**config.mk**
```make
export PLATFORM = sky130hd
export DESIGN_NAME = pulse_accumulator_modulus_counter
export DESIGN_NICKNAME = d
export VERILOG_FILES = /design/src/pulse_accumulator_modulus_counter.v
export VERILOG_INCLUDE_DIRS = /design/src
export SDC_FILE = /design/constraint.sdc
export NUM_CORES = 1
export LEC_CHECK = 0
export BUFFER_PORTS_ARGS = -buffer_cell sky130_fd_sc_hd__buf_2
export CAP_MARGIN = 10
export CORE_MARGIN = 3
export CORE_UTILIZATION = 60
export DETAILED_ROUTE_END_ITERATION = 10
export PLACE_DENSITY = 0.77
export SYNTH_ARGS = -nofsm -noshare
export SYNTH_HDL_FRONTEND = slang
export SYNTH_SLANG_ARGS = --single-unit
```
**constraint.sdc**
```tcl
create_clock -name clk -period 2.6 [get_ports clk]
set_input_delay 0.13 -clock clk [delete_from_list [all_inputs] [get_ports clk]]
set_output_delay 0.13 -clock clk [all_outputs]
set_load 0.01 [all_outputs]
```
**src/accum_timer_regs.vh**
```
// Purpose: register indices, field positions and reset values of the accumulator block
// Assumes: byte address of a register is four times its index
// Notes: definitions only
`ifndef ACCUM_TIMER_REGS_VH
`define ACCUM_TIMER_REGS_VH

// =====================================================================
// register indices
`define IDX_TIMER_CFG 6'h06
`define IDX_ACCA_CTL 6'h20
`define IDX_ACCA_FLG 6'h21
`define IDX_CNT_THREE 6'h22
`define IDX_CNT_TWO 6'h23
`define IDX_CNT_ONE 6'h24
`define IDX_CNT_ZERO 6'h25
`define IDX_MOD_CTL 6'h26
`define IDX_MOD_FLG 6'h27
`define IDX_BYTE_EN 6'h28
`define IDX_CAP_SYS 6'h2b
`define IDX_ACCB_CTL 6'h30
`define IDX_ACCB_FLG 6'h31
`define IDX_MOD_CNT 6'h36
`define IDX_HOLD 6'h38

// =====================================================================
// field positions
`define B_TIMER_EN 7
`define B_FAST_CLR 4
`define B_PA_EN 6
`define B_GATED 5
`define B_EDGE 4
`define B_CLKSEL_HI 3
`define B_CLKSEL_LO 2
`define B_A_OVF_IE 1
`define B_EDGE_IE 0
`define B_A_OVF 1
`define B_EDGE_F 0
`define B_MC_IE 7
`define B_MC_RELOAD 6
`define B_MC_RDLOAD 5
`define B_MC_LATCH 4
`define B_MC_FLOAD 3
`define B_MC_EN 2
`define B_MC_PR_HI 1
`define B_MC_PR_LO 0
`define B_MC_ZF 7
`define B_SATURATE 4
`define B_BUF_EN 1
`define B_LATCH_MODE 0
`define B_PB_EN 6
`define B_B_OVF_IE 1
`define B_B_OVF 1

// =====================================================================
// reset values and timing counts
`define RST_BYTE 8'h00
`define RST_MOD_CNT 16'hffff
`define RST_MOD_LOAD 16'h0000
`define GATE_DIV_LAST 6'h3f
`define PR_LAST_1 4'h0
`define PR_LAST_4 4'h3
`define PR_LAST_8 4'h7
`define PR_LAST_16 4'hf

`endif

```
**src/pulse_accumulator_modulus_counter.v**
```verilog
// Purpose: pulse accumulators A and B plus modulus down-counter control, APB slave
// Assumes: pins asynchronous to clk; prescale_tick is a one-cycle pulse on clk
// Notes: one wait state on every APB access
// Operation
// - A enable chains bytes three and two
// - A disabled: bytes enabled individually, no edge flag
// - event mode counts selected edge of pin seven
// - gated mode counts clk/64 during gate level when timer enabled
// - two-bit field selects main counter clock
// - A disabled forces prescaler clock; selection immediate
// - A overflow and edge flags raise interrupts
// - A overflow on 16-bit or byte three wrap
// - saturated byte three plus edge sets overflow
// - edge flag on active or trailing edge
// - fast clear on count three/two access
// - B enable chains bytes one and zero
// - software write beats simultaneous increment
// - modulus interrupt only when enable set
// - one-shot stops at zero, modulus reloads
// - read select chooses count or load
// - force latch copies and clears accumulators
// - force load copies load, resets prescaler
// - disabled modulus counter held at all ones
// - prescaler 1/4/8/16, applied at next load
// - underflow flag set at zero, write-one clears
//
// The implementer's own choice: register access over APB.
`include "accum_timer_regs.vh"

module pulse_accumulator_modulus_counter (
    // clock and reset
    input wire clk,
    input wire rst_b,
    // apb slave
    input wire psel,
    input wire penable,
    input wire pwrite,
    input wire [7:0] paddr,
    input wire [31:0] pwdata,
    output reg [31:0] prdata_r,
    output reg pready_r,
    output reg pslverr_r,
    // timer pins
    input wire timer_pin_seven,
    input wire timer_pin_three,
    input wire timer_pin_two,
    input wire timer_pin_one,
    input wire timer_pin_zero,
    // rest of the timer
    input wire prescale_tick,
    output reg main_count_tick_r,
    output reg capture_latch_r,
    // interrupt requests
    output reg irq_accum_a_ovf_r,
    output reg irq_input_edge_r,
    output reg irq_accum_b_ovf_r,
    output reg irq_modulus_r
);

// =====================================================================
// functions
function [8:0] bump8;
    input [7:0] v;
    input sat;
    begin
        if (v == 8'hff && sat) begin
            bump8 = {1'b0, v};
        end else begin
            bump8 = {1'b0, v} + 9'h001;
        end
    end
endfunction

function [3:0] rate_last;
    input [1:0] sel;
    begin
        case (sel)
            2'b00: rate_last = `PR_LAST_1;
            2'b01: rate_last = `PR_LAST_4;
            2'b10: rate_last = `PR_LAST_8;
            default: rate_last = `PR_LAST_16;
        endcase
    end
endfunction

// =====================================================================
// registers
reg [7:0] timer_cfg_r, acca_ctl_r, byte_en_r, cap_sys_r, accb_ctl_r, mod_ctl_r;
reg acca_ovf_r, edge_flag_r, accb_ovf_r, mod_zf_r;
reg [7:0] acc3_r, acc2_r, acc1_r, acc0_r;
reg [31:0] hold_r;
reg [15:0] mod_cnt_r, mod_load_r;
reg [3:0] mod_presc_r, mod_rate_r;
reg [5:0] div64_r;
reg [15:0] accum_clock_div_r;
reg [4:0] pin_s1_r, pin_s2_r, pin_prev_r;

// =====================================================================
// apb decode
wire [5:0] idx = paddr[7:2];
wire acc = psel & penable & pready_r;
wire wr = acc & pwrite;
wire [7:0] wb = pwdata[7:0];
wire wr_three = wr && idx == `IDX_CNT_THREE;
wire wr_two = wr && idx == `IDX_CNT_TWO;
wire wr_one = wr && idx == `IDX_CNT_ONE;
wire wr_zero = wr && idx == `IDX_CNT_ZERO;
wire wr_mctl = wr && idx == `IDX_MOD_CTL;
wire wr_mcnt = wr && idx == `IDX_MOD_CNT;

// =====================================================================
// pin edges (second sync stage onward)
wire [4:0] rise = pin_s2_r & ~pin_prev_r;
wire [4:0] fall = ~pin_s2_r & pin_prev_r;

// =====================================================================
// control fields
wire timer_enable = timer_cfg_r[`B_TIMER_EN];
wire fast_flag_clear = timer_cfg_r[`B_FAST_CLR];
wire accum_a_system_enable = acca_ctl_r[`B_PA_EN];
wire gated_mode_select = acca_ctl_r[`B_GATED];
wire edge_level_select = acca_ctl_r[`B_EDGE];
wire [1:0] counter_clock_select = acca_ctl_r[`B_CLKSEL_HI:`B_CLKSEL_LO];
wire accum_saturate = cap_sys_r[`B_SATURATE];
wire holding_buffer_enable = cap_sys_r[`B_BUF_EN];
wire latch_or_queue_select = cap_sys_r[`B_LATCH_MODE];
wire accum_b_system_enable = accb_ctl_r[`B_PB_EN];
wire modulus_enable = mod_ctl_r[`B_MC_EN];
wire modulus_reload_mode = mod_ctl_r[`B_MC_RELOAD];

// =====================================================================
// accumulator A clock
wire div64_tick = timer_enable && div64_r == `GATE_DIV_LAST;
wire pin7_active_edge = edge_level_select ? rise[4] : fall[4];
wire gate_open = edge_level_select ? ~pin_s2_r[4] : pin_s2_r[4];
wire accum_clock = accum_a_system_enable &
    (gated_mode_select ? (div64_tick & gate_open) : pin7_active_edge);
wire edge_set = accum_a_system_enable & pin7_active_edge;

// 16-bit chains, increment skipped when either byte is written
wire [16:0] a16_inc = {1'b0, acc3_r, acc2_r} + 17'h00001;
wire [16:0] b16_inc = {1'b0, acc1_r, acc0_r} + 17'h00001;
wire a16_step = accum_clock & ~wr_three & ~wr_two;
wire b16_step = accum_b_system_enable & rise[0] & ~wr_one & ~wr_zero;

// individual byte counting while the chain is off
wire step3 = ~accum_a_system_enable & byte_en_r[3] & rise[3];
wire step2 = ~accum_a_system_enable & byte_en_r[2] & rise[2];
wire step1 = ~accum_b_system_enable & byte_en_r[1] & rise[1];
wire step0 = ~accum_b_system_enable & byte_en_r[0] & rise[0];
wire [8:0] n3 = bump8(acc3_r, accum_saturate);
wire [8:0] n2 = bump8(acc2_r, accum_saturate);
wire [8:0] n1 = bump8(acc1_r, accum_saturate);
wire [8:0] n0 = bump8(acc0_r, accum_saturate);

wire a_ovf_set = (a16_step & a16_inc[16]) | (step3 & ~wr_three & n3[8])
    | (step3 & accum_saturate && acc3_r == 8'hff);
wire b_ovf_set = (b16_step & b16_inc[16]) | (step1 & ~wr_one & n1[8]);

// =====================================================================
// modulus counter
wire mod_tick = modulus_enable && mod_presc_r == mod_rate_r;
wire force_load = wr_mctl & wb[`B_MC_FLOAD] & modulus_enable;
wire mod_load_evt = force_load | (wr_mcnt & modulus_enable);
wire mod_zero_evt = mod_tick && !mod_load_evt && mod_cnt_r == 16'h0001;
wire latch_mode = latch_or_queue_select & holding_buffer_enable;
wire latch_evt = latch_mode & ((wr_mctl & wb[`B_MC_LATCH])
    | mod_zero_evt | (wr_mcnt && pwdata[15:0] == 16'h0000));
wire cnt_a_access = acc && (idx == `IDX_CNT_THREE || idx == `IDX_CNT_TWO);
wire fast_clr_a = fast_flag_clear & cnt_a_access;
wire fast_clr_m = fast_flag_clear & acc && idx == `IDX_MOD_CNT;
wire wr_aflg = wr && idx == `IDX_ACCA_FLG;

// =====================================================================
// read mux
reg [31:0] rd_val;
reg rd_ok;
always @* begin
    rd_val = 32'h00000000;
    rd_ok = 1'b1;
    case (idx)
        `IDX_TIMER_CFG: rd_val[7:0] = timer_cfg_r;
        `IDX_ACCA_CTL: rd_val[7:0] = acca_ctl_r;
        `IDX_ACCA_FLG: rd_val[1:0] = {acca_ovf_r, edge_flag_r};
        `IDX_CNT_THREE: rd_val[7:0] = acc3_r;
        `IDX_CNT_TWO: rd_val[7:0] = acc2_r;
        `IDX_CNT_ONE: rd_val[7:0] = acc1_r;
        `IDX_CNT_ZERO: rd_val[7:0] = acc0_r;
        `IDX_MOD_CTL: rd_val[7:0] = mod_ctl_r & 8'he7;
        `IDX_MOD_FLG: rd_val[`B_MC_ZF] = mod_zf_r;
        `IDX_BYTE_EN: rd_val[3:0] = byte_en_r[3:0];
        `IDX_CAP_SYS: rd_val[7:0] = cap_sys_r;
        `IDX_ACCB_CTL: rd_val[7:0] = accb_ctl_r;
        `IDX_ACCB_FLG: rd_val[`B_B_OVF] = accb_ovf_r;
        `IDX_MOD_CNT: rd_val[15:0] = mod_ctl_r[`B_MC_RDLOAD] ? mod_load_r : mod_cnt_r;
        `IDX_HOLD: rd_val = hold_r;
        default: rd_ok = 1'b0;
    endcase
end

// =====================================================================
// apb handshake, pins, clock selection
always @(posedge clk) begin
    if (!rst_b) begin
        prdata_r <= 32'h00000000;
        pready_r <= 1'b0;
        pslverr_r <= 1'b0;
        pin_s1_r <= 5'h00;
        pin_s2_r <= 5'h00;
        pin_prev_r <= 5'h00;
        div64_r <= 6'h00;
        accum_clock_div_r <= 16'h0000;
        main_count_tick_r <= 1'b0;
    end else begin
        pready_r <= psel & penable & ~pready_r;
        if (psel & penable & ~pready_r) begin
            prdata_r <= pwrite ? 32'h00000000 : rd_val;
            pslverr_r <= ~rd_ok;
        end else begin
            pslverr_r <= 1'b0;
        end
        pin_s1_r <= {timer_pin_seven, timer_pin_three, timer_pin_two,
            timer_pin_one, timer_pin_zero};
        pin_s2_r <= pin_s1_r;
        pin_prev_r <= pin_s2_r;
        div64_r <= timer_enable ? div64_r + 6'h01 : 6'h00;
        if (accum_clock) begin
            accum_clock_div_r <= accum_clock_div_r + 16'h0001;
        end
        if (!accum_a_system_enable) begin
            main_count_tick_r <= prescale_tick;
        end else begin
            case (counter_clock_select)
                2'b00: main_count_tick_r <= prescale_tick;
                2'b01: main_count_tick_r <= accum_clock;
                2'b10: main_count_tick_r <= accum_clock && accum_clock_div_r[7:0] == 8'hff;
                default: main_count_tick_r <= accum_clock && accum_clock_div_r == 16'hffff;
            endcase
        end
    end
end

// =====================================================================
// control registers and flags
always @(posedge clk) begin
    if (!rst_b) begin
        timer_cfg_r <= `RST_BYTE;
        acca_ctl_r <= `RST_BYTE;
        byte_en_r <= `RST_BYTE;
        cap_sys_r <= `RST_BYTE;
        accb_ctl_r <= `RST_BYTE;
        mod_ctl_r <= `RST_BYTE;
        acca_ovf_r <= 1'b0;
        edge_flag_r <= 1'b0;
        accb_ovf_r <= 1'b0;
        mod_zf_r <= 1'b0;
        irq_accum_a_ovf_r <= 1'b0;
        irq_input_edge_r <= 1'b0;
        irq_accum_b_ovf_r <= 1'b0;
        irq_modulus_r <= 1'b0;
    end else begin
        if (wr && idx == `IDX_TIMER_CFG) timer_cfg_r <= wb & 8'h90;
        if (wr && idx == `IDX_ACCA_CTL) acca_ctl_r <= wb & 8'h7f;
        if (wr && idx == `IDX_BYTE_EN) byte_en_r <= wb & 8'h0f;
        if (wr && idx == `IDX_CAP_SYS) cap_sys_r <= wb & 8'h13;
        if (wr && idx == `IDX_ACCB_CTL) accb_ctl_r <= wb & 8'h42;
        if (wr_mctl) mod_ctl_r <= wb & 8'he7;
        // set wins over every clear
        acca_ovf_r <= a_ovf_set | (acca_ovf_r & ~fast_clr_a
            & ~(wr_aflg & wb[`B_A_OVF]));
        edge_flag_r <= edge_set | (edge_flag_r & ~fast_clr_a
            & ~(wr_aflg & wb[`B_EDGE_F]));
        accb_ovf_r <= b_ovf_set | (accb_ovf_r
            & ~(wr && idx == `IDX_ACCB_FLG && wb[`B_B_OVF]));
        mod_zf_r <= mod_zero_evt | (mod_zf_r & ~fast_clr_m
            & ~(wr && idx == `IDX_MOD_FLG && wb[`B_MC_ZF]));
        irq_accum_a_ovf_r <= acca_ovf_r & acca_ctl_r[`B_A_OVF_IE];
        irq_input_edge_r <= edge_flag_r & acca_ctl_r[`B_EDGE_IE];
        irq_accum_b_ovf_r <= accb_ovf_r & accb_ctl_r[`B_B_OVF_IE];
        irq_modulus_r <= mod_zf_r & mod_ctl_r[`B_MC_IE];
    end
end

// =====================================================================
// accumulator bytes and holding register
always @(posedge clk) begin
    if (!rst_b) begin
        acc3_r <= `RST_BYTE;
        acc2_r <= `RST_BYTE;
        acc1_r <= `RST_BYTE;
        acc0_r <= `RST_BYTE;
        hold_r <= 32'h00000000;
        capture_latch_r <= 1'b0;
    end else begin
        if (a16_step) begin
            {acc3_r, acc2_r} <= a16_inc[15:0];
        end else begin
            if (step3) acc3_r <= n3[7:0];
            if (step2) acc2_r <= n2[7:0];
        end
        if (b16_step) begin
            {acc1_r, acc0_r} <= b16_inc[15:0];
        end else begin
            if (step1) acc1_r <= n1[7:0];
            if (step0) acc0_r <= n0[7:0];
        end
        capture_latch_r <= latch_evt;
        if (latch_evt) begin
            hold_r <= {acc3_r, acc2_r, acc1_r, acc0_r};
            acc3_r <= `RST_BYTE;
            acc2_r <= `RST_BYTE;
            acc1_r <= `RST_BYTE;
            acc0_r <= `RST_BYTE;
        end
        // software write last so it wins
        if (wr_three) acc3_r <= wb;
        if (wr_two) acc2_r <= wb;
        if (wr_one) acc1_r <= wb;
        if (wr_zero) acc0_r <= wb;
    end
end

// =====================================================================
// modulus down-counter
always @(posedge clk) begin
    if (!rst_b) begin
        mod_cnt_r <= `RST_MOD_CNT;
        mod_load_r <= `RST_MOD_LOAD;
        mod_presc_r <= 4'h0;
        mod_rate_r <= `PR_LAST_1;
    end else begin
        if (wr_mcnt) begin
            mod_load_r <= pwdata[15:0];
        end
        if (!modulus_enable) begin
            mod_cnt_r <= `RST_MOD_CNT;
            mod_presc_r <= 4'h0;
        end else if (mod_load_evt) begin
            mod_cnt_r <= wr_mcnt ? pwdata[15:0] : mod_load_r;
            mod_presc_r <= 4'h0;
            mod_rate_r <= rate_last(mod_ctl_r[`B_MC_PR_HI:`B_MC_PR_LO]);
        end else if (mod_tick) begin
            mod_presc_r <= 4'h0;
            if (mod_zero_evt && modulus_reload_mode) begin
                mod_cnt_r <= mod_load_r;
                mod_rate_r <= rate_last(mod_ctl_r[`B_MC_PR_HI:`B_MC_PR_LO]);
            end else if (mod_cnt_r != 16'h0000) begin
                mod_cnt_r <= mod_cnt_r - 16'h0001;
            end
        end else begin
            mod_presc_r <= mod_presc_r + 4'h1;
        end
    end
end

endmodule

```
==> flow_metrics.py <==
metrics = {
    "drt": {
        "wl_met2_mm": 14.5,
        "top_layer": "met4",
        "vias_per_cell": 6.42,
        "drt_iter0_markers": 1120,
        "met3_wirelength_mm": 2.89,
        "drt_first_pass_iters": 9,
        "drtAntennaViolNets": 0,
        "drt_drc_violations_left": 0,
        "wl_met1_mm": 12.8,
        "finalWirelength_mm": 31.6,
        "wire_per_inst_um": 20.0,
        "via_count": 10200,
    },
    "final_layout": {
        "n_antenna_cell": 0,
        "nFillCells": 1267,
        "seqCellArea_mm2": 0.00417,
        "syn_to_final_growth_pct": 19.5,
        "drive_above_1_share_pct": 18.8,
        "multi_input_area_mm2": 0.00571,
        "layout.nets": 1407,
    },
    "critical_path": {
        "required_ns": 2.98,
        "cp-start-kind": "flip-flop",
        "path_class": "flip-flop to flip-flop",
        "setup.worst_path.end_class": "flip-flop",
        "ff2ff_setup_slack_ns": 0.1,
        "crit_fanout": 9,
        "cp_data_arrival_time_ns": 2.88,
    },
    "sta": {
        "worst_slew_pin_slew_ns": 0.973,
        "setup_viol": 0,
        "final.setup.worst_slack_ns": 0.0995,
        "max_clock_freq_mhz": 400,
        "final.setup_skew_ns": 0.0101,
        "period_minus_slack_ns": 2.50,
        "fin_crit_sh_pct": 96.2,
        "worst_hold_slack_ns": 0.0565,
        "relSlewSlack_pct": 34.6,
        "slew_viol_final": 0,
        "finalHoldViolCount": 0,
        "rsz0062_at_grt": "no",
    },
    "logic_synthesis": {
        "synth_top_area_cell": "dfxtp_1",
        "synth_area_leaders": "dfxtp_1, nand2_1, a21oi_1, nor2_1, mux2i_1",
        "synth-simple-area-share_pct": 25.3,
        "synth_top_family_by_area": "simple AND/OR/NAND/NOR gates",
        "syn_area_per_cell_um2": 8.28,
        "syn-num-nets": 1292,
        "ys_ff_latch": 208,
        "synth_compound_area_share_pct": 20.4,
        "ys_seq_area_share_pct": 40.8,
        "synth_edf_count": 0,
        "yosys_most_used_dff": "dfxtp_1",
        "yosys.area_share.xor_xnor_pct": 3.78,
        "muxShareOfSynthArea_pct": 4.10,
        "synth-adder-area-share_pct": 1.23,
        "synthArstFlopShare_pct": 0,
        "ys_top_cells_by_count": "dfxtp_1, nand2_1, nor2_1, a21oi_1, clkbuf_1",
        "ys_types": 89,
        "synth.most_common_cell": "dfxtp_1",
        "synth_top_area_share_pct": 40.8,
        "ys_warn_count": 0,
        "netlist_area_mm2": 0.0102,
        "synth_cells": 1231,
    },
    "pwr": {
        "switching_share_pct": 22.9,
        "p_clk_share_pct": 48.0,
        "max-vdd-ir-drop_mv": 0.516,
        "powerDensity_mw_per_mm2": 551,
        "p_sw_w": 0.00154,
        "pwr-share-comb_pct": 4.3,
        "p_seq_share_pct": 47.7,
        "p_total_w": 0.00672,
        "p_leak_nw": 4.57,
        "p_int_w": 0.00518,
    },
    "floorplanning": {
        "pin_count": 91,
        "fp.coreArea_mm2": 0.0166,
        "dieArea_mm2": 0.0186,
        "die_x_um": 136,
        "start_util_pct": 61.5,
        "rows": 47,
        "die_h_um": 136,
    },
    "global_routing": {
        "grt_pass1_wl_mm": 49.3,
        "grt_max_degree": 91,
        "grt_usage_pct": 33.1,
        "grt_pass1_vias": 9262,
        "grt-ovfl-total": 0,
        "antenna_found_initial": 0,
    },
    "clock_network": {
        "cts_sinks": 208,
        "clock_latency_ns": 0.51,
        "h-tree-depth": 1,
        "root_buffer": "clkbuf_16",
        "cts_buffers": 23,
        "clock_path_buffers": 3,
        "clkTransAtPathRegs_ns": 0.06,
        "cts_tree": "built",
    },
    "place": {
        "portBuffers": 72,
        "place_ws_ns": -0.0435,
        "dpl.hpwl_mm": 21.8,
        "routabilityCongestion": 0.974,
    },
    "hold_path": {
        "hp-class": "input pin to flip-flop",
    },
    "run": {
        "drv_cap": 0,
    },
    "outcome": {
        "status": "complete, no violations",
    },
}
-- area by class of cell --
type | count | share of cell area [%]
clock inverters | 12 | 1.04
flip-flops and latches | 208 | 34.2
well taps | 220 | 2.26
multi-input cells | 924 | 46.9
clock buffers | 28 | 5.04
repair buffers | 177 | 10.2
inverters | 12 | 0.390
-- metal layers --
metal / GRT usage [%] / vias up
li1: - / 4680
met1: 43.6 / 4773
met2: 53.6 / 586
met3: 5.77 / 115
met4: 13.7 / 0
met5: 0 / -
-- cell usage in the layout (no fill, tap or decap), types with 13 or more instances in the layout --
master	synthesis	layout
a21oi_1	104	104
a221oi_1	13	13
a222oi_1	19	19
a22oi_1	29	29
and2_1	23	23
and3_1	14	14
buf_2	15	72
buf_4	5	87
clkbuf_16	0	24
dfxtp_1	208	206
dlygate4sd3_1	0	14
mux2i_1	26	26
nand2_1	188	187
nand3_1	51	50
nand4_1	14	14
nor2_1	122	122
nor3_1	28	27
o21ai_0	51	51
xnor2_1	19	19
xor2_1	25	25
-- metrics by stage --
stage / setup TNS (ns) / cells / instance area [um2] / utilization (%)
final: 0 / 1581 / 12200 / 73.5
after global routing: 0 / 1581 / 12200 / 73.5
after CTS: 0 / 1576 / 12000 / 72.4
after detailed placement: -0.202 / 1522 / 11100 / 67.0
after global placement: 0 / 1522 / 11100 / 67.0
after floorplan: 0 / 1231 / 10200 / -
-- critical path, stage by stage, from the launching register on --
cell,delay (ns)
dfxtp_2,0.32
inv_2,0.08
ha_4,0.13
nor4b_4,0.17
nand4_1,0.16
or4_4,0.63
a31o_2,0.38
buf_4,0.19
buf_4,0.16
nand2_1,0.08
a21oi_1,0.06
-- final timing paths --
path | start | endpoint | depth (start not counted)
max | mod_cnt_r[1] | hold_r[10] | 10
max reg2reg | mod_cnt_r[1] | hold_r[10] | 10
min reg2reg | pin_s1_r[3] | pin_s2_r[3] | 1
min | rst_b | mod_presc_r[1] | 3
-- flip-flops by register name (all words and copies together) (netlist names), 4 cells and up --
| register | flops |
|---|---|
| acc0_r | 8 |
| acc1_r | 8 |
| acc2_r | 8 |
| acc3_r | 8 |
| acca_ctl_r | 7 |
| accum_clock_div_r | 16 |
| byte_en_r | 4 |
| div64_r | 6 |
| hold_r | 32 |
| mod_cnt_r | 16 |
| mod_ctl_r | 6 |
| mod_load_r | 16 |
| mod_presc_r | 4 |
| pin_prev_r | 5 |
| pin_s1_r | 5 |
| pin_s2_r | 5 |
| prdata_r | 32 |
-- power by group through the flow --
stage	registers, W	logic, W	clock network (W)
6_report	0.00320	0.000290	0.00322
5_1_grt	0.00320	0.000305	0.00336
4_1_cts	0.00320	0.000279	0.00324
3_5_place_dp	0.00328	0.000261	0
3_3_place_gp	0.00327	0.000260	0
2_1_floorplan	0.00327	0.000141	0
-- kinds of logic (layout without fill, tap and decap cells) --
logic type               after synthesis  in the layout
adder cells (fa/ha/maj)               10             10
buffers and inverters                 99            229
AO/OA/AOI/OAI                        309            309
flip-flops                           208            208
multiplexers                          39             39
AND/OR/NAND/NOR                      522            522
XOR/XNOR                              44             44
-- timing repair --
item | CTS | global route
cloned | 0 | 1
hold buffers | 14 | 0
endpoints found under the hold margin | 16 | 0
buffers inserted | 0 | 4
pin swaps | 0 | 6
setup endpoints to repair | 17 | 80
resized for setup | 3 | 21
No activity file was read; power rests on OpenSTA's default activity.
